===== config.mk =====
export PLATFORM = sky130hd
export DESIGN_NAME = usilc_top
export DESIGN_NICKNAME = d
export VERILOG_FILES = /design/src/verilog/usilc_pkg.sv /design/src/verilog/usilc_debounce.sv /design/src/verilog/usilc_sync.sv /design/src/verilog/usilc_top.sv
export SDC_FILE = /design/constraint.sdc
export NUM_CORES = 1
export LEC_CHECK = 0
export BUFFER_PORTS_ARGS = -buffer_cell sky130_fd_sc_hd__buf_2
export CAP_MARGIN = 20
export CORE_ASPECT_RATIO = 2
export CORE_MARGIN = 2
export CORE_UTILIZATION = 30
export CTS_CLUSTER_DIAMETER = 100
export DETAILED_ROUTE_END_ITERATION = 10
export SLEW_MARGIN = 20
export SYNTH_ARGS = -nofsm -noshare
export SYNTH_HDL_FRONTEND = slang
export SYNTH_SLANG_ARGS = --single-unit

===== constraint.sdc =====
create_clock -name clock_in -period 2.93 [get_ports clock_in]
set_input_delay 0 -clock clock_in [delete_from_list [all_inputs] [get_ports clock_in]]
set_output_delay 0 -clock clock_in [all_outputs]
set_load 0.02 [all_outputs]

===== src/verilog/usilc_pkg.sv =====
// Purpose: shared constants for the supply input limit control block
// Assumes: 200 MHz device clock, byte-wide registers behind a two-wire serial slave
// Notes:   all offsets, timing counts, limit reset values and the apply, suspend and CC field positions live here
package usilc_pkg;

    // -------------------------------------------------------------
    // register offsets
    // -------------------------------------------------------------
    localparam logic [7:0] OFS_LIMIT_APPLY   = 8'h00;
    localparam logic [7:0] OFS_HOST_LIMIT    = 8'h01;
    localparam logic [7:0] OFS_STARTUP_LIMIT = 8'h02;
    localparam logic [7:0] OFS_SUSPEND       = 8'h03;
    localparam logic [7:0] OFS_EVENT_ENABLE  = 8'h04;
    localparam logic [7:0] OFS_CC_DETECT     = 8'h05;
    localparam logic [7:0] OFS_EVENT_FLAGS   = 8'h06;
    localparam logic [7:0] OFS_SUPPLY_STATUS = 8'h07;

    // -------------------------------------------------------------
    // field positions and reset values
    // -------------------------------------------------------------
    localparam int         BIT_APPLY          = 0;
    localparam int         BIT_SUSPEND        = 0;
    localparam int         CC1_LSB            = 0;
    localparam int         CC2_LSB            = 2;
    localparam logic [3:0] HOST_LIMIT_RESET   = 4'h0;
    localparam logic [3:0] STARTUP_LIMIT_RESET = 4'h1; // code 1 = 100 mA
    localparam logic [3:0] LIMIT_CODE_100MA   = 4'h1;
    localparam logic [1:0] CC_NONE            = 2'h0;
    localparam logic [1:0] CC_DEFAULT_USB     = 2'h1;
    localparam logic [1:0] CC_1A5             = 2'h2;
    localparam logic [1:0] CC_3A              = 2'h3;

    // serial slave address, arbitrary value
    localparam logic [6:0] TWI_ADDRESS        = 7'h6b;

    // -------------------------------------------------------------
    // timing
    // -------------------------------------------------------------
    localparam int CLOCK_KHZ          = 200000;
    localparam int CC_DEBOUNCE_MS     = 15;
    localparam int CC_DEBOUNCE_CYCLES = CC_DEBOUNCE_MS * CLOCK_KHZ;
    localparam int DEB_WIDTH          = 22;

    // serial slave states
    typedef enum logic [2:0] {
        ST_IDLE,
        ST_ADDR,
        ST_PTR,
        ST_WDATA,
        ST_ACK,
        ST_RDATA,
        ST_RACK
    } usilc_twi_state_type;

endpackage


===== src/verilog/usilc_debounce.sv =====
// Purpose: restartable debounce of one CC line comparator group
// Assumes: input already synchronised
// Notes:   held at zero while supply absent
`timescale 1ns/1ps
module usilc_debounce #(
    parameter int CYCLES = usilc_pkg::CC_DEBOUNCE_CYCLES
) (
    input  wire logic       clock_in,
    input  wire logic       rst_n_in,
    input  wire logic       enable_in,
    input  wire logic [2:0] raw_in,
    output logic      [2:0] stable_out
);
    localparam logic [usilc_pkg::DEB_WIDTH-1:0] LAST =
        usilc_pkg::DEB_WIDTH'(CYCLES - 1);

    typedef struct packed {
        logic [2:0]                    seen;
        logic [usilc_pkg::DEB_WIDTH-1:0] cnt;
        logic [2:0]                    q;
    } usilc_deb_type;

    usilc_deb_type s_ff;
    usilc_deb_type nxt_s;

    // -------------------------------------------------------------
    // counter restarts on any change of the raw level
    // -------------------------------------------------------------
    always_comb begin
        nxt_s      = s_ff;
        nxt_s.seen = raw_in;
        if (!enable_in) begin
            nxt_s = '0; // no supply: report no connection
        end else if (raw_in != s_ff.seen) begin
            nxt_s.cnt = '0; // restart on glitch
        end else if (s_ff.cnt == LAST) begin
            nxt_s.q = s_ff.seen; // held a full interval
        end else begin
            nxt_s.cnt = s_ff.cnt + 1'b1;
        end
    end

    always_ff @(posedge clock_in or negedge rst_n_in) begin
        if (!rst_n_in) begin
            s_ff <= '0;
        end else begin
            s_ff <= nxt_s;
        end
    end

    assign stable_out = s_ff.q;
endmodule // usilc_debounce


===== src/verilog/usilc_sync.sv =====
// Purpose: three-stage pin synchroniser with agreement filter
// Assumes: inputs asynchronous to clock_in
// Notes:   output only moves when stages two and three agree
`timescale 1ns/1ps
module usilc_sync #(
    parameter int               WIDTH = 1,
    parameter logic [WIDTH-1:0] IDLE  = '0
) (
    input  wire logic             clock_in,
    input  wire logic             rst_n_in,
    input  wire logic [WIDTH-1:0] pin_in,
    output logic      [WIDTH-1:0] level_out
);
    typedef struct packed {
        logic [WIDTH-1:0] s1;
        logic [WIDTH-1:0] s2;
        logic [WIDTH-1:0] s3;
        logic [WIDTH-1:0] q;
    } usilc_sync_type;

    usilc_sync_type s_ff;
    usilc_sync_type nxt_s;

    // -------------------------------------------------------------
    // stage one feeds stage two only
    // -------------------------------------------------------------
    always_comb begin
        nxt_s    = s_ff;
        nxt_s.s1 = pin_in;
        nxt_s.s2 = s_ff.s1;
        nxt_s.s3 = s_ff.s2;
        for (int i = 0; i < WIDTH; i++) begin
            if (s_ff.s2[i] == s_ff.s3[i]) begin
                nxt_s.q[i] = s_ff.s3[i];
            end
        end
    end

    always_ff @(posedge clock_in or negedge rst_n_in) begin
        if (!rst_n_in) begin
            s_ff <= {IDLE, IDLE, IDLE, IDLE}; // idle pin level: no false edge after reset
        end else begin
            s_ff <= nxt_s;
        end
    end

    assign level_out = s_ff.q;
endmodule // usilc_sync


===== src/verilog/usilc_top.sv =====
// Purpose: supply input limit, CC detection, protection and suspend control
// Assumes: registers reached over a two-wire serial slave on scl/sda pins
// Notes:   analog comparators arrive as asynchronous level pins
`timescale 1ns/1ps
module usilc_top #(
    parameter int DEBOUNCE_CYCLES = usilc_pkg::CC_DEBOUNCE_CYCLES
) (
    input  wire logic       clock_in,
    input  wire logic       rst_n_in,
    input  wire logic       scl_in,
    input  wire logic       sda_in,
    output logic            sda_out,
    output logic            sda_oe_out,
    input  wire logic       supply_present_in,
    input  wire logic       overvoltage_in,
    input  wire logic       undervoltage_in,
    input  wire logic [2:0] cc1_cmp_in,
    input  wire logic [2:0] cc2_cmp_in,
    output logic      [3:0] input_limit_code_out,
    output logic            regulator_on_out,
    output logic            charge_enable_out,
    output logic            bus_supply_output_on_out,
    output logic            irq_out
);
    typedef struct packed {
        usilc_pkg::usilc_twi_state_type st;
        logic [2:0] bitcnt;
        logic [7:0] shreg;
        logic [7:0] ptr;
        logic       rd;
        logic       done;
        logic       addr_ack;
        logic       sda_oe;
        logic       scl_q;
        logic       sda_q;
        logic [3:0] host_lim;
        logic [3:0] start_lim;
        logic       use_host;
        logic       suspend;
        logic [1:0] irq_en;
        logic [1:0] events;
        logic [1:0] cc1_lvl;
        logic [1:0] cc2_lvl;
        logic       pres_q;
        logic [3:0] ilim;
        logic       reg_on;
        logic       chg_on;
        logic       bus_on;
        logic       irq;
    } usilc_state_type;

    localparam usilc_state_type RESET_STATE = '{
        st: usilc_pkg::ST_IDLE, start_lim: usilc_pkg::STARTUP_LIMIT_RESET,
        host_lim: usilc_pkg::HOST_LIMIT_RESET, ilim: usilc_pkg::LIMIT_CODE_100MA,
        scl_q: 1'b1, sda_q: 1'b1, default: '0};

    usilc_state_type s_ff;
    usilc_state_type nxt_s;
    logic [10:0]     pins_f;
    logic [2:0]      cc1_deb;
    logic [2:0]      cc2_deb;
    logic            scl_f;
    logic            sda_f;
    logic            pres_f;
    logic            ovp_f;
    logic            uv_f;
    logic            scl_rise;
    logic            scl_fall;
    logic            wr_fire;
    logic            apply_wr;
    logic            sus_clear_wr;
    logic [1:0]      cc1_code;
    logic [1:0]      cc2_code;

    // -------------------------------------------------------------
    // pin synchronisers and CC debounce
    // -------------------------------------------------------------
    usilc_sync #(.WIDTH(11), .IDLE(11'h003)) u_sync ( // scl and sda idle high
        .clock_in  (clock_in),
        .rst_n_in  (rst_n_in),
        .pin_in    ({cc2_cmp_in, cc1_cmp_in, undervoltage_in, overvoltage_in,
                     supply_present_in, sda_in, scl_in}),
        .level_out (pins_f)
    );

    // detection needs no command, only supply presence
    usilc_debounce #(.CYCLES(DEBOUNCE_CYCLES)) u_deb_cc1 (
        .clock_in   (clock_in),
        .rst_n_in   (rst_n_in),
        .enable_in  (pres_f),
        .raw_in     (pins_f[7:5]),
        .stable_out (cc1_deb)
    );
    usilc_debounce #(.CYCLES(DEBOUNCE_CYCLES)) u_deb_cc2 (
        .clock_in   (clock_in),
        .rst_n_in   (rst_n_in),
        .enable_in  (pres_f),
        .raw_in     (pins_f[10:8]),
        .stable_out (cc2_deb)
    );

    assign scl_f    = pins_f[0];
    assign sda_f    = pins_f[1];
    assign pres_f   = pins_f[2];
    assign ovp_f    = pins_f[3];
    assign uv_f     = pins_f[4];
    assign scl_rise = scl_f && !s_ff.scl_q;
    assign scl_fall = !scl_f && s_ff.scl_q;
    assign wr_fire  = scl_fall && s_ff.done && s_ff.st == usilc_pkg::ST_WDATA;
    assign apply_wr = wr_fire && s_ff.ptr == usilc_pkg::OFS_LIMIT_APPLY
                      && s_ff.shreg[usilc_pkg::BIT_APPLY];
    assign sus_clear_wr = wr_fire && s_ff.ptr == usilc_pkg::OFS_SUSPEND
                          && !s_ff.shreg[usilc_pkg::BIT_SUSPEND];

    // thermometer comparators (0.2, 0.66, 1.23 V) to capability code
    function automatic logic [1:0] usilc_code(input logic [2:0] t);
        logic [1:0] c;
        c = usilc_pkg::CC_NONE;
        if (t[2]) begin
            c = usilc_pkg::CC_3A;
        end else if (t[1]) begin
            c = usilc_pkg::CC_1A5;
        end else if (t[0]) begin
            c = usilc_pkg::CC_DEFAULT_USB;
        end
        return c;
    endfunction

    // only the pulled-up line reports, the other stays idle
    assign cc1_code = usilc_code(cc1_deb);
    assign cc2_code = (cc1_code != usilc_pkg::CC_NONE) ? usilc_pkg::CC_NONE
                      : usilc_code(cc2_deb);

    // -------------------------------------------------------------
    // register read map, reserved bits zero
    // -------------------------------------------------------------
    function automatic logic [7:0] usilc_read(input usilc_state_type s);
        logic [7:0] d;
        d = 8'h00;
        case (s.ptr)
            usilc_pkg::OFS_HOST_LIMIT:    d = {4'h0, s.host_lim};
            usilc_pkg::OFS_STARTUP_LIMIT: d = {4'h0, s.start_lim};
            usilc_pkg::OFS_SUSPEND:       d = {7'h00, s.suspend};
            usilc_pkg::OFS_EVENT_ENABLE:  d = {6'h00, s.irq_en};
            usilc_pkg::OFS_CC_DETECT:     d = {4'h0, s.cc2_lvl, s.cc1_lvl};
            usilc_pkg::OFS_EVENT_FLAGS:   d = {6'h00, s.events};
            usilc_pkg::OFS_SUPPLY_STATUS: d = {2'h0, s.bus_on, s.suspend,
                                               uv_f && pres_f, ovp_f, 1'b0, pres_f};
            default:                      d = 8'h00; // apply task reads zero
        endcase
        return d;
    endfunction

    // -------------------------------------------------------------
    // serial slave, register writes and supply control
    // -------------------------------------------------------------
    always_comb begin
        nxt_s       = s_ff;
        nxt_s.scl_q = scl_f;
        nxt_s.sda_q = sda_f;
        if (scl_rise && s_ff.st inside {usilc_pkg::ST_ADDR, usilc_pkg::ST_PTR,
                                        usilc_pkg::ST_WDATA}) begin
            nxt_s.shreg  = {s_ff.shreg[6:0], sda_f};
            nxt_s.bitcnt = s_ff.bitcnt + 3'h1;
            nxt_s.done   = (s_ff.bitcnt == 3'h7);
        end
        if (scl_fall) begin
            case (s_ff.st)
                usilc_pkg::ST_ADDR: begin
                    if (s_ff.done && s_ff.shreg[7:1] == usilc_pkg::TWI_ADDRESS) begin
                        nxt_s.rd     = s_ff.shreg[0];
                        nxt_s.addr_ack = 1'b1;
                        nxt_s.sda_oe = 1'b1;
                        nxt_s.st     = usilc_pkg::ST_ACK;
                    end else if (s_ff.done) begin
                        nxt_s.st = usilc_pkg::ST_IDLE;
                    end
                end
                usilc_pkg::ST_PTR: begin
                    if (s_ff.done) begin
                        nxt_s.ptr    = s_ff.shreg;
                        nxt_s.sda_oe = 1'b1;
                        nxt_s.st     = usilc_pkg::ST_ACK;
                    end
                end
                usilc_pkg::ST_WDATA: begin
                    if (s_ff.done) begin
                        case (s_ff.ptr)
                            usilc_pkg::OFS_HOST_LIMIT:    nxt_s.host_lim = s_ff.shreg[3:0];
                            usilc_pkg::OFS_STARTUP_LIMIT: nxt_s.start_lim = s_ff.shreg[3:0];
                            usilc_pkg::OFS_SUSPEND:       nxt_s.suspend = s_ff.shreg[0];
                            usilc_pkg::OFS_EVENT_ENABLE:  nxt_s.irq_en = s_ff.shreg[1:0];
                            default:                      nxt_s.irq_en = s_ff.irq_en;
                        endcase
                        nxt_s.ptr    = s_ff.ptr + 8'h01;
                        nxt_s.sda_oe = 1'b1;
                        nxt_s.st     = usilc_pkg::ST_ACK;
                    end
                end
                usilc_pkg::ST_ACK, usilc_pkg::ST_RACK: begin // after either ack bit: next byte at once
                    nxt_s.done   = 1'b0;
                    nxt_s.addr_ack = 1'b0;
                    nxt_s.bitcnt = 3'h0;
                    if (s_ff.rd) begin
                        nxt_s.shreg  = usilc_read(s_ff);
                        nxt_s.sda_oe = !nxt_s.shreg[7];
                        nxt_s.ptr    = s_ff.ptr + 8'h01;
                        nxt_s.st     = usilc_pkg::ST_RDATA;
                    end else begin
                        nxt_s.sda_oe = 1'b0;
                        nxt_s.st     = s_ff.addr_ack ? usilc_pkg::ST_PTR : usilc_pkg::ST_WDATA;
                    end
                end
                usilc_pkg::ST_RDATA: begin
                    if (s_ff.bitcnt == 3'h7) begin
                        nxt_s.sda_oe = 1'b0;
                        nxt_s.st     = usilc_pkg::ST_RACK;
                    end else begin
                        nxt_s.shreg  = {s_ff.shreg[6:0], 1'b0};
                        nxt_s.sda_oe = !s_ff.shreg[6];
                        nxt_s.bitcnt = s_ff.bitcnt + 3'h1;
                    end
                end
                default: nxt_s.sda_oe = 1'b0;
            endcase
        end
        if (scl_rise && s_ff.st == usilc_pkg::ST_RACK && sda_f) begin
            nxt_s.st = usilc_pkg::ST_IDLE; // master nack ends the read
        end
        // start and stop while scl high override everything
        if (scl_f && s_ff.scl_q && s_ff.sda_q && !sda_f) begin
            nxt_s.st     = usilc_pkg::ST_ADDR;
            nxt_s.bitcnt = 3'h0;
            nxt_s.done   = 1'b0;
            nxt_s.sda_oe = 1'b0;
        end else if (scl_f && s_ff.scl_q && !s_ff.sda_q && sda_f) begin
            nxt_s.st     = usilc_pkg::ST_IDLE;
            nxt_s.sda_oe = 1'b0;
        end

        // limit selection: apply task commits, removal reverts
        nxt_s.pres_q = pres_f;
        if (apply_wr) begin
            nxt_s.use_host = 1'b1;
        end
        if (!pres_f && s_ff.pres_q) begin
            nxt_s.use_host = 1'b0; // unplug wins over a same-cycle apply
        end
        nxt_s.ilim = s_ff.use_host ? s_ff.host_lim : s_ff.start_lim;

        // debounced CC levels and crossing events, set wins over clear
        nxt_s.cc1_lvl = cc1_code;
        nxt_s.cc2_lvl = cc2_code;
        if (wr_fire && s_ff.ptr == usilc_pkg::OFS_EVENT_FLAGS) begin
            nxt_s.events = s_ff.events & ~s_ff.shreg[1:0];
        end
        if (cc1_code != s_ff.cc1_lvl) begin
            nxt_s.events[0] = 1'b1;
        end
        if (cc2_code != s_ff.cc2_lvl) begin
            nxt_s.events[1] = 1'b1;
        end
        nxt_s.irq = |(s_ff.events & s_ff.irq_en);

        // protection and suspend, output stays up in suspend
        nxt_s.reg_on = pres_f && !ovp_f && !uv_f && !s_ff.suspend;
        nxt_s.chg_on = pres_f && !s_ff.suspend; // resumes only when software clears suspend
        nxt_s.bus_on = pres_f && !ovp_f && !uv_f;
    end

    always_ff @(posedge clock_in or negedge rst_n_in) begin
        if (!rst_n_in) begin
            s_ff <= RESET_STATE;
        end else begin
            s_ff <= nxt_s;
        end
    end

    assign sda_out                  = 1'b0;
    assign sda_oe_out               = s_ff.sda_oe;
    assign input_limit_code_out     = s_ff.ilim;
    assign regulator_on_out         = s_ff.reg_on;
    assign charge_enable_out        = s_ff.chg_on;
    assign bus_supply_output_on_out = s_ff.bus_on;
    assign irq_out                  = s_ff.irq;
endmodule // usilc_top

### Word level (Yosys, flattened, before mapping)

Index checks and enable logic that the tools add are counted.

| cells by class | value |
|---|---|
| $add $sub $neg | 4 |
| eq/ne operators | 47 |
| mux-type cells | 61 |
| bitwise gates (word level) | 3 |
| reductions and logical operators | 57 |

Operator list:

| operator | count |
|---|---|
| 2-to-1 mux 22 bit | 4 |
| 2-to-1 mux 25 bit | 2 |
| 2-to-1 mux 3 bit | 15 |
| adder 22 x 1 -> 22 bit (second input constant) | 2 |
| equality test 22 bit (second input constant) | 2 |
| case mux 6 bit (7 select lines) | 1 |
| 2-to-1 mux 8 bit | 5 |
| equality test 8 x 3 -> 1 bit (second input constant) | 4 |
| 2-to-1 mux 26 bit | 1 |
| case mux 8 bit (3 select lines) | 1 |
| logical AND 1 bit | 22 |
| 2-to-1 mux 11 bit | 2 |
| case mux 11 bit (2 select lines) | 1 |
| 2-to-1 mux 1 bit | 17 |
| equality test 8 x 2 -> 1 bit (second input constant) | 2 |
| 2-to-1 mux 16 bit | 1 |
| AND reduction 4 bit | 4 |
| 2-to-1 mux 2 bit | 7 |
| equality test 3 bit (second input constant) | 4 |
| case mux 3 bit (4 select lines) | 1 |
| equality test 1 bit | 11 |
| logical NOT 1 bit | 10 |
| != test 2 bit (second input constant) | 5 |
| AND reduction 5 bit | 2 |
| 27 further kinds | 46 |

| storage, ports and cells | value |
|---|---|
| flip-flop bits (word level) | 155 |
| bits of input ports | 13 |
| output and inout bits | 10 |
| word-level logic and storage cells | 217 |

### Depth between registers and ports, before layout

Gate-level depths: netlist of the first run.

| depth | value |
|---|---|
| word-level depth | 12 |
| gate-level depth with buffers | 8 |
| depth with buffers taken out | 7 |

### Cells and area by module

Synthesis of the first run repeated with hierarchy kept, for this count alone.

| second synthesis, totals | value |
|---|---|
| cells, all modules | 688 |
| area total of the unflattened synthesis | 7493.4 sq um |

By module, submodules not included:

| module | instances | cells an instance | area each (sq um) | sequential area each (sq um) |
|---|---|---|---|---|
| usilc_debounce | 2 | 166 | 1562.7 | 700.7 |
| usilc_top | 1 | 290 | 3050.4 | 1381.3 |
| usilc_sync | 1 | 66 | 1317.5 | 1111.1 |

### Worst setup path before layout of the first run

Ideal clock, no wire load.

| timing path | value |
|---|---|
| path kind | register -> register |
| start | reg s_ff[49] in the netlist's numbering |
| end | reg s_ff[49] in the netlist's numbering |
| library setup time | 0.094 ns |
| arrival | 1.859 ns |
| path slack | 0.977 ns |
| stages on the path, launching flop included | 8 |
| cell sequence | dfrtp_1 > ha_1 > ha_1 > nor4bb_1 > nand2_1 > nand2_1 > nor2_1 > a211oi_1 |

RTL lines:

| item | RTL line | RTL |
|---|---|---|
| start: declaration | usilc_top.sv:57 | `usilc_state_type s_ff;` |
| start signal: assignment | usilc_top.sv:275 | `s_ff <= nxt_s;` |

### Worst setup path in the final report of the first run

| timing path | value |
|---|---|
| start | reg s_ff[54] in the netlist's numbering |
| end | reg s_ff[20] in the netlist's numbering |

| on the way | value |
|---|---|
| cells in the longest elaborated chain, start to end | 2 |

RTL lines:

| item | RTL line | RTL |
|---|---|---|
| equality test 3 x 2 -> 1 bit | usilc_top.sv:168 | `case (s_ff.st)` |
| AND reduction 4 bit (no source line) | - |  |

No other way between the ends.
A chain may end at the register's enable or synchronous reset.

==> results of run 1 <==
==> area by class of cell <==
cell class              instances  area share, %
clock buffers                  22           5.62
clock inverters                10          0.883
inverters                      15          0.697
multi-input cells             439           36.5
flip-flops and latches        155           48.2
well taps                     283           4.38
repair buffers                 42           3.70
==> per-stage QoR <==
stage	total power [mW]	util, %
after floorplan	2.92	-
after global placement	3.15	32.1
after detailed placement	3.16	32.1
after CTS	5.17	34.9
after global routing	5.36	34.9
final	5.10	34.9
==> critical path, delay by kind of cell, from the launching register on <==
kind,cells,cell delay [ns]
and+or+nand+nor,4,1.35
DFF,1,0.55
muxes,1,0.32
==> power groups by stage <==
| stage | Combinational [mW] | Clock [mW] | Sequential [mW] |
|---|---|---|---|
| final | 0.658 | 1.96 | 2.48 |
| after global placement | 0.640 | 0 | 2.51 |
| after CTS | 0.662 | 2.03 | 2.47 |
| after global routing | 0.744 | 2.12 | 2.50 |
| after floorplan | 0.519 | 0 | 2.40 |
| after detailed placement | 0.649 | 0 | 2.51 |
==> cells in the final DEF, fill, tap and decap left out, drive strengths merged, types with 14 or more instances in the layout <==
master and n:
nor2 58, mux2 18, mux2i 14, inv 16, clkbuf 22, xor2 20, buf 30, o21ai 21
nor3 24, a21oi 28, xnor2 26, nand3 27, dfrtp 143, nand2 53
==> cells in the mapped netlist (all sizes together) (6+ instances only) <==
master / number / area, um^2
nor2: 58 / 218
or3: 6 / 37.5
xor2: 20 / 175
and4: 6 / 52.6
inv: 15 / 56.3
dfstp: 12 / 315
xnor2: 26 / 228
maj3: 11 / 110
and3: 11 / 68.8
clkbuf: 16 / 60.1
dfrtp: 143 / 3580
nor4: 9 / 77.6
nand3: 27 / 135
o21ai: 21 / 105
and2: 8 / 50.1
buf: 9 / 62.6
a21oi: 28 / 140
a22oi: 8 / 60.1
nand4: 9 / 62.6
mux2: 18 / 236
ha: 8 / 100
nor3: 24 / 130
nand2: 53 / 214
mux2i: 14 / 140
==> path summary, 6_finish.rpt <==
kind	start	end	slack, ns	cells past startpoint
worst min-delay path	rst_n_in	u_deb_cc2.s_ff[19]$_DFFE_PN0P_	0.15	2
max in group asynchronous	rst_n_in	s_ff[19]$_DFFE_PN1P_	1.86	3
worst max register to register	s_ff[54]$_DFFE_PN0P_	s_ff[20]$_DFFE_PN0P_	0.59	5
min in group clock_in	cc2_cmp_in[2]	u_sync.nxt_s[32]$_DFF_PN0_	0.21	2
worst min register to register	u_sync.nxt_s[27]$_DFF_PN0_	u_sync.nxt_s[16]$_DFF_PN0_	0.34	0
worst max-delay path	s_ff[54]$_DFFE_PN0P_	s_ff[20]$_DFFE_PN0P_	0.59	5
==> registers in the layout, indices dropped and copies added (netlist names) <==
name	count
bus_supply_output_on_out	1
charge_enable_out	1
input_limit_code_out	4
irq_out	1
regulator_on_out	1
s_ff	46
sda_oe_out	1
u_deb_cc1.s_ff	25
u_deb_cc1.stable_out	3
u_deb_cc2.s_ff	25
u_deb_cc2.stable_out	3
u_sync.level_out	11
u_sync.nxt_s	22
u_sync.s_ff	11
==> routing by layer <==
| layer | up-vias | share of wire [%] |
|---|---|---|
| li1 | 2324 | - |
| met1 | 2362 | 38 |
| met2 | 76 | 56 |
| met3 | 28 | 2.6 |
| met4 | 0 | 2.9 |
| met5 | - | 0 |
==> kinds of logic (layout without fill, tap and decap cells) <==
logic type	Yosys count	in the layout	share of synthesized area, %
DFF	155	155	55.4
buffers and inverters	40	89	2.55
AOI/OAI and AO/OA	102	102	9.57
other	1	1	0.0534
xor gates and xnor gates	46	46	5.74
and+or+nand+nor	239	239	18.3
adders and majority gates	19	19	2.99
muxes	32	32	5.36
==> flow_results.org, run 1 <==
** Synth
- The cell count after synthesis came out at 634.
- Average cell area after synthesis :: 11.1 um^2
- Number of flip-flops and latches in the synthesized netlist :: about 160
- Post-Syn Area :: 7020 um^2
- Synth Net Count :: ~660
- Async set-or-reset flop fraction in the synthesized netlist :: 100%
- Number of warnings reported in the yosys synthesis log :: 0
- Number of flops mapped to enable cells by yosys :: 0
- The share of the Yosys chip area taken by registers is between 50% and 60%.
- For this run, the leading register cell type out of synthesis is sky130_fd_sc_hd__dfrtp_1.
- Yosys cell types :: 69

** Global route
- Global routing finished with a remaining overflow of 0.
- Gr busiest metal :: met2
- The first global-routing pass estimated about 25 mm of wire.
- For met2 alone, demand over resource in global routing was 24.0%.
- Met1 demand-to-capacity share in global routing :: a little over an eighth
- In the global route stage, overall resource usage came out at 12.8%.
- The number of global-route vias before repair came to 5089.
- Entering global routing, the biggest net connects 78 pins.
- Global routing consumed, on the met3 layer, between 3 and 4% of the routing resources.
- The number of antenna violations at the first check in global routing was 0.

** Placed design
- Summed over all nets, the half-perimeter wirelength after detailed placement is between 10 and 15 mm.
- Standard cell area after detailed placement :: between 7000 and 8000 um^2
- OpenSTA, run right after detailed placement, puts the worst setup slack at 0.600 ns.
- In this run, placement finished with an instance count of 922.
- Count of port buffers added during placement :: 21
- Routability-driven placement finished with a final weighted congestion of 0.860.

** STA
- Fin. max-slew vios :: 0
- Setup repair after global routing left no endpoint under its margin.
- In the post-route analysis, the smallest setup slack over all paths is between 0.5 and 0.6 ns.
- Minimum hold slack :: 0.148 ns
- Derived from the worst setup path, the maximum achievable clock frequency is ~430 MHz.
- Worst clock skew :: 0.00810 ns
- Dividing the final minimum period by the clock period gives 79.9%.
- Setup violations remaining at the end of the flow were counted as 0.
- Final Hold Vio Count :: 0
- Setup total negative slack on the finished layout was measured at 0 ns.
- For the pin with the worst max-slew slack, the measured transition is 0.947 ns.
- The worst pin sits at a relative slew slack of 36.7%.
- Subtracting the final worst setup slack from the clock period gives 2.34 ns.

** Clock network
- CTS clock-pin slew for the worst setup and hold paths :: 0.06 ns
- Number of buffers on the longest clock path :: 2
- Number of buffers added for setup after CTS :: 0
- Source-to-sink clock delay at the later pin of the worst-skew pair :: about 0.43 ns
- The H-tree was split into 4 levels.
- Hold repair after CTS inserted 12 buffers.
- Post_cts resized :: 0
- Num CTS Buffers :: 17
- Clock tree from TritonCTS :: yes
- Total number of clock tree sinks :: about 160
- CTS Root Cell :: sky130_fd_sc_hd__clkbuf_16

** Power and ir drop
- Summed over all cells, the static leakage comes to about 3.4 nW.
- Share of total power consumed by net switching :: approximately 29%
- Pwr per Cell Area :: ~630 nW/um^2
- Worst voltage drop across the vdd grid :: 0.000385 V
- Fraction of power consumed by the clock network :: 38.4%
- Cell internal power was estimated by the tool at roughly 3.6 mW.
- Switching power :: 1.47 mW
- The share of total power dissipated in sequential elements is 48.7%.
- Of the total power, combinational logic draws between 10% and 20%.

** Floorplan
- In this run the horizontal extent of the chip is around 110 um.
- The total area inside the core boundary comes to 23100 um^2.
- Once the floorplan was initialized, standard cells occupied 30.4% of the core.
- During I/O placement, the number of pins put on the boundary was 23.
- Y dimension of the die :: 220 um
- Total die area :: 24700 um^2
- The floorplan has a little under 80 rows.

** Route
- After detailed routing, the total wire length is ~15 mm.
- DR DRC count :: 0
- Detailed routing inserted a total of approximately 4.8k vias.
- The detail route stage leaves a number of antenna-violating nets equal to 0.
- The detailed router finished its first iteration with 248 violations.
- Routed WL per cell :: 15.3 um
- Vias per std cell :: 4.96
- First-pass detailed-route iteration total :: 4

** Run status
- Outcome :: finished clean

** Cells and area
- The area growth from synthesis to layout is 15.0%.
- Counting the fill cells in the layout gives 2351.
- In the final design database the tool counted about 700 nets.
- Cells with a size suffix above 1 make up 15.1% of the layout.
- After the flow finishes, the layout carries non-filler instances totaling about 970.
- Multi-input gate area in the final layout :: 2950 um^2
- In the final layout, flip-flops and latches occupy ~3900 um^2.
- Number of antenna cells inserted :: 0
- After routing the design area is 8080 um^2.

** Critical path
- Worst Setup End Kind :: flop
- Kind of start point of the critical path :: flop
- The signal on the critical path passes through or4bb_1 > nor4_4 > and2b_4 > nand2_4 > mux2_4.
- Required time at the endpoint of the critical path :: about 3.2 ns
- Delay of the slowest cell on the worst path :: 0.66 ns
- Highest fanout seen on the critical path :: 16
- Data on the critical path arrives at its endpoint at 2.65 ns.
- For this design, the slowest cell found on the critical path is sky130_fd_sc_hd__or4bb_1.
- CP Class :: flop to flop

** Hold path
- Class of the tightest hold or removal check :: input pin to async pin

** Job
- Max-capacitance violation count :: 0
Power figures use the tool's default switching activity.
==> run 2, diff against run 1 <==
- clock period: 2.93 -> 2.29 ns (I/O delays scaled with it)
==> flow_results.org, run 2 (same netlist as run 1, synthesis figures left out) <==
** Run status
- Outcome :: finished clean

** Cells and area
- The area growth from synthesis to layout is 18.1%.
- Summing all flip-flop and latch instances after layout gives 3890 um^2.
- Leaving out fill and tap cells, the most frequent cell in the layout is sky130_fd_sc_hd__dfrtp_1.
- Multi-input gate area in the final layout :: 2950 um^2
- Final instance count without filler cells :: ~980
- Number of antenna cells inserted :: 0
- The register with the most flip-flops in the layout has 46 of them.
- Highest-count cells in the layout ignoring fill and taps :: sky130_fd_sc_hd__dfrtp_1 (143), sky130_fd_sc_hd__nor2_1 (58), sky130_fd_sc_hd__nand2_1 (51)
- The filler cells instantiated in the layout total 2322.
- Register bank with the most flops :: s_ff
- Final-stage net count :: approximately 700
- In the final layout, the registers with the most flip-flops are s_ff x46, u_deb_cc1.s_ff x25, u_deb_cc2.s_ff x25.
- Share of cells above drive strength 1 :: 17.3%

** STA
- Setup repair after global routing left no endpoint under its margin.
- The count of pins over their slew limit came to 0.
- Actual transition at the worst max-transition pin :: 0.608 ns
- In the finished design, the share of the clock period the worst path needs comes to between 90% and 100%.
- Final setup violation count :: 0
- Headroom to the max-slew limit came out at about 60%.
- Final period demand of the worst path :: between 2 and 2.5 ns
- Worst clock skew :: just under 0.009 ns
- The hold violation count in the final report was 0.
- Timing would allow up to 460 MHz.
- TNS Setup :: 0 ns

** Clock network
- For the worst-skew pair, the clock arrives at the later sink with an insertion delay of 0.43 ns.
- Post-CTS timing repair inserted 0 buffers for setup.
- The H-tree was split into 4 levels.
- CTS clock-pin slew for the worst setup and hold paths :: about 0.060 ns
- The clock net in this run drives a total of 155 sinks.
- CTS Root Cell :: sky130_fd_sc_hd__clkbuf_16
- TritonCTS created 17 clock buffers.
- Number of buffers on the longest clock path :: 2
- The number of gates resized after CTS was 0.
- TritonCTS built the clock tree.

** Route
- Starting DRT DRC Count :: 239
- Total number of vias :: 4908
- After detailed routing, the average wire length per cell comes to 15.2 um.
- First-pass detailed-route iteration total :: 4
- In the routed design, unresolved DRC markers number 0.
- DRT Wirelength :: 14.9 mm
- In the routed layout, each cell is associated on average with a via count of around 5.
- Once detail routing completed, the nets flagged for antenna violations numbered 0.

** Placed design
- Number of placed instances with taps included :: 938
- During placement, the flow inserted port buffers numbering 21.
- At the end of routability-driven placement, the weighted congestion stood at 0.866.
- Total half-perimeter wirelength after legalization and detailed placement :: 10.6 mm

** Floorplan
- Die W :: roughly 110 um
- For this design the top-level I/O count stands at 23.
- Measured along the y axis, the die boundary spans 220 um.
- Total die area :: 24700 um^2
- Core outline area :: 23100 um^2
- Standard-cell row count :: 79
- Initial Util :: 30.4%

** Critical path
- STA puts the critical path data arrival time at roughly 2.5 ns.
- By startpoint and endpoint, the worst setup path is classified as flop to flop.
- Required time at the endpoint of the critical path :: between 2 and 3 ns
- Kind of start point of the critical path :: flop
- STA classifies the critical path endpoint as a flop.
- Highest fanout seen on the critical path :: 5

** Power and ir drop
- Worst voltage drop across the vdd grid :: 0.000399 V
- Leakage power :: 3.55 nW
- Pwr per Cell Area :: 847 nW/um^2
- After layout, the design draws a total of 7.03 mW.

** Global route
- For this run the aggregate overflow at the end of global routing stands at 0.
- For this run, the total global-route usage over all layers was measured as around an eighth.
- Entering global routing, the biggest net connects 64 pins.
- First-pass GRT wire length :: 25.3 mm
- The number of antenna violations at the first check in global routing is 0.
- The number of global-route vias before repair was ~5.2k.

** Job
- Max-capacitance violation count :: 0

** Hold path
- The tightest min-delay check is of the input pin to async pin type.
-- run 2: final cells by class --
| cell class | instances | share of cell area [%] |
|---|---|---|
| Multi-Input combinational cell | 439 | 35.6 |
| Clock inverter | 12 | 1.96 |
| Sequential cell | 155 | 46.9 |
| Clock buffer | 20 | 5.38 |
| Timing Repair Buffer | 58 | 5.20 |
| Inverter | 15 | 0.679 |
| Tap cell | 283 | 4.27 |
-- run 2: worst max-delay path, stage by stage (launching register included) --
cell and delay, ns:
sky130_fd_sc_hd__dfrtp_1 0.42, sky130_fd_sc_hd__or4_4 0.58, sky130_fd_sc_hd__nor4_4 0.38, sky130_fd_sc_hd__and2b_4 0.27
sky130_fd_sc_hd__nand2_4 0.09, sky130_fd_sc_hd__mux2_4 0.32
-- run 2: stage by stage --
step           setup slack (ns)  cell area (um^2)  utilization, %  hold slack [ns]
2_1_floorplan             0.337              7020               -           -0.296
3_3_place_gp              0.171              7570            32.7          -0.0746
3_5_place_dp              0.155              7570            32.7          -0.0677
4_1_cts                   0.129              8300            35.9           0.0203
5_1_grt                  0.0703              8300            35.9           0.0573
6_report                  0.115              8300            35.9           0.0254
-- run 2: repair_timing --
item	CTS	global route
endpoints found under the setup margin	0	0
hold buffers	12	0
hold endpoints to repair	164	0
-- run 2: worst paths after layout --
| check | start | to | slack (ns) | cells after the start |
|---|---|---|---|---|
| max | s_ff[38]$_DFFE_PN0P_ | s_ff[23]$_DFFE_PN0P_ | 0.11 | 5 |
| max reg2reg | s_ff[38]$_DFFE_PN0P_ | s_ff[23]$_DFFE_PN0P_ | 0.11 | 5 |
| min in group clock_in | cc2_cmp_in[2] | u_sync.nxt_s[32]$_DFF_PN0_ | 0.20 | 2 |
| min | rst_n_in | u_deb_cc2.s_ff[12]$_DFFE_PN0P_ | 0.03 | 2 |
| max in group asynchronous | rst_n_in | input_limit_code_out[0]$_DFF_PN1_ | 1.52 | 3 |
| min reg2reg | u_sync.nxt_s[28]$_DFF_PN0_ | u_sync.nxt_s[17]$_DFF_PN0_ | 0.35 | 0 |
-- run 2: where the power goes --
part | switching, mW | total [mW] | internal, mW | leakage [nW]
clock | 1.18 | 2.93 | 1.76 | 0.292
combinational | 0.607 | 0.998 | 0.391 | 1.24
sequential | 0.188 | 3.10 | 2.91 | 2.02
-- run 2: routing by layer --
metal | share of wire, % | GRT usage, % | vias up | wire length [um]
li1 | - | - | 2359 | -
met1 | 38 | 13.0 | 2436 | 5740
met2 | 55 | 23.7 | 79 | 8190
met3 | 2.8 | 3.15 | 34 | 425
met4 | 3.9 | 7.89 | 0 | 587
met5 | 0 | 0 | - | 0
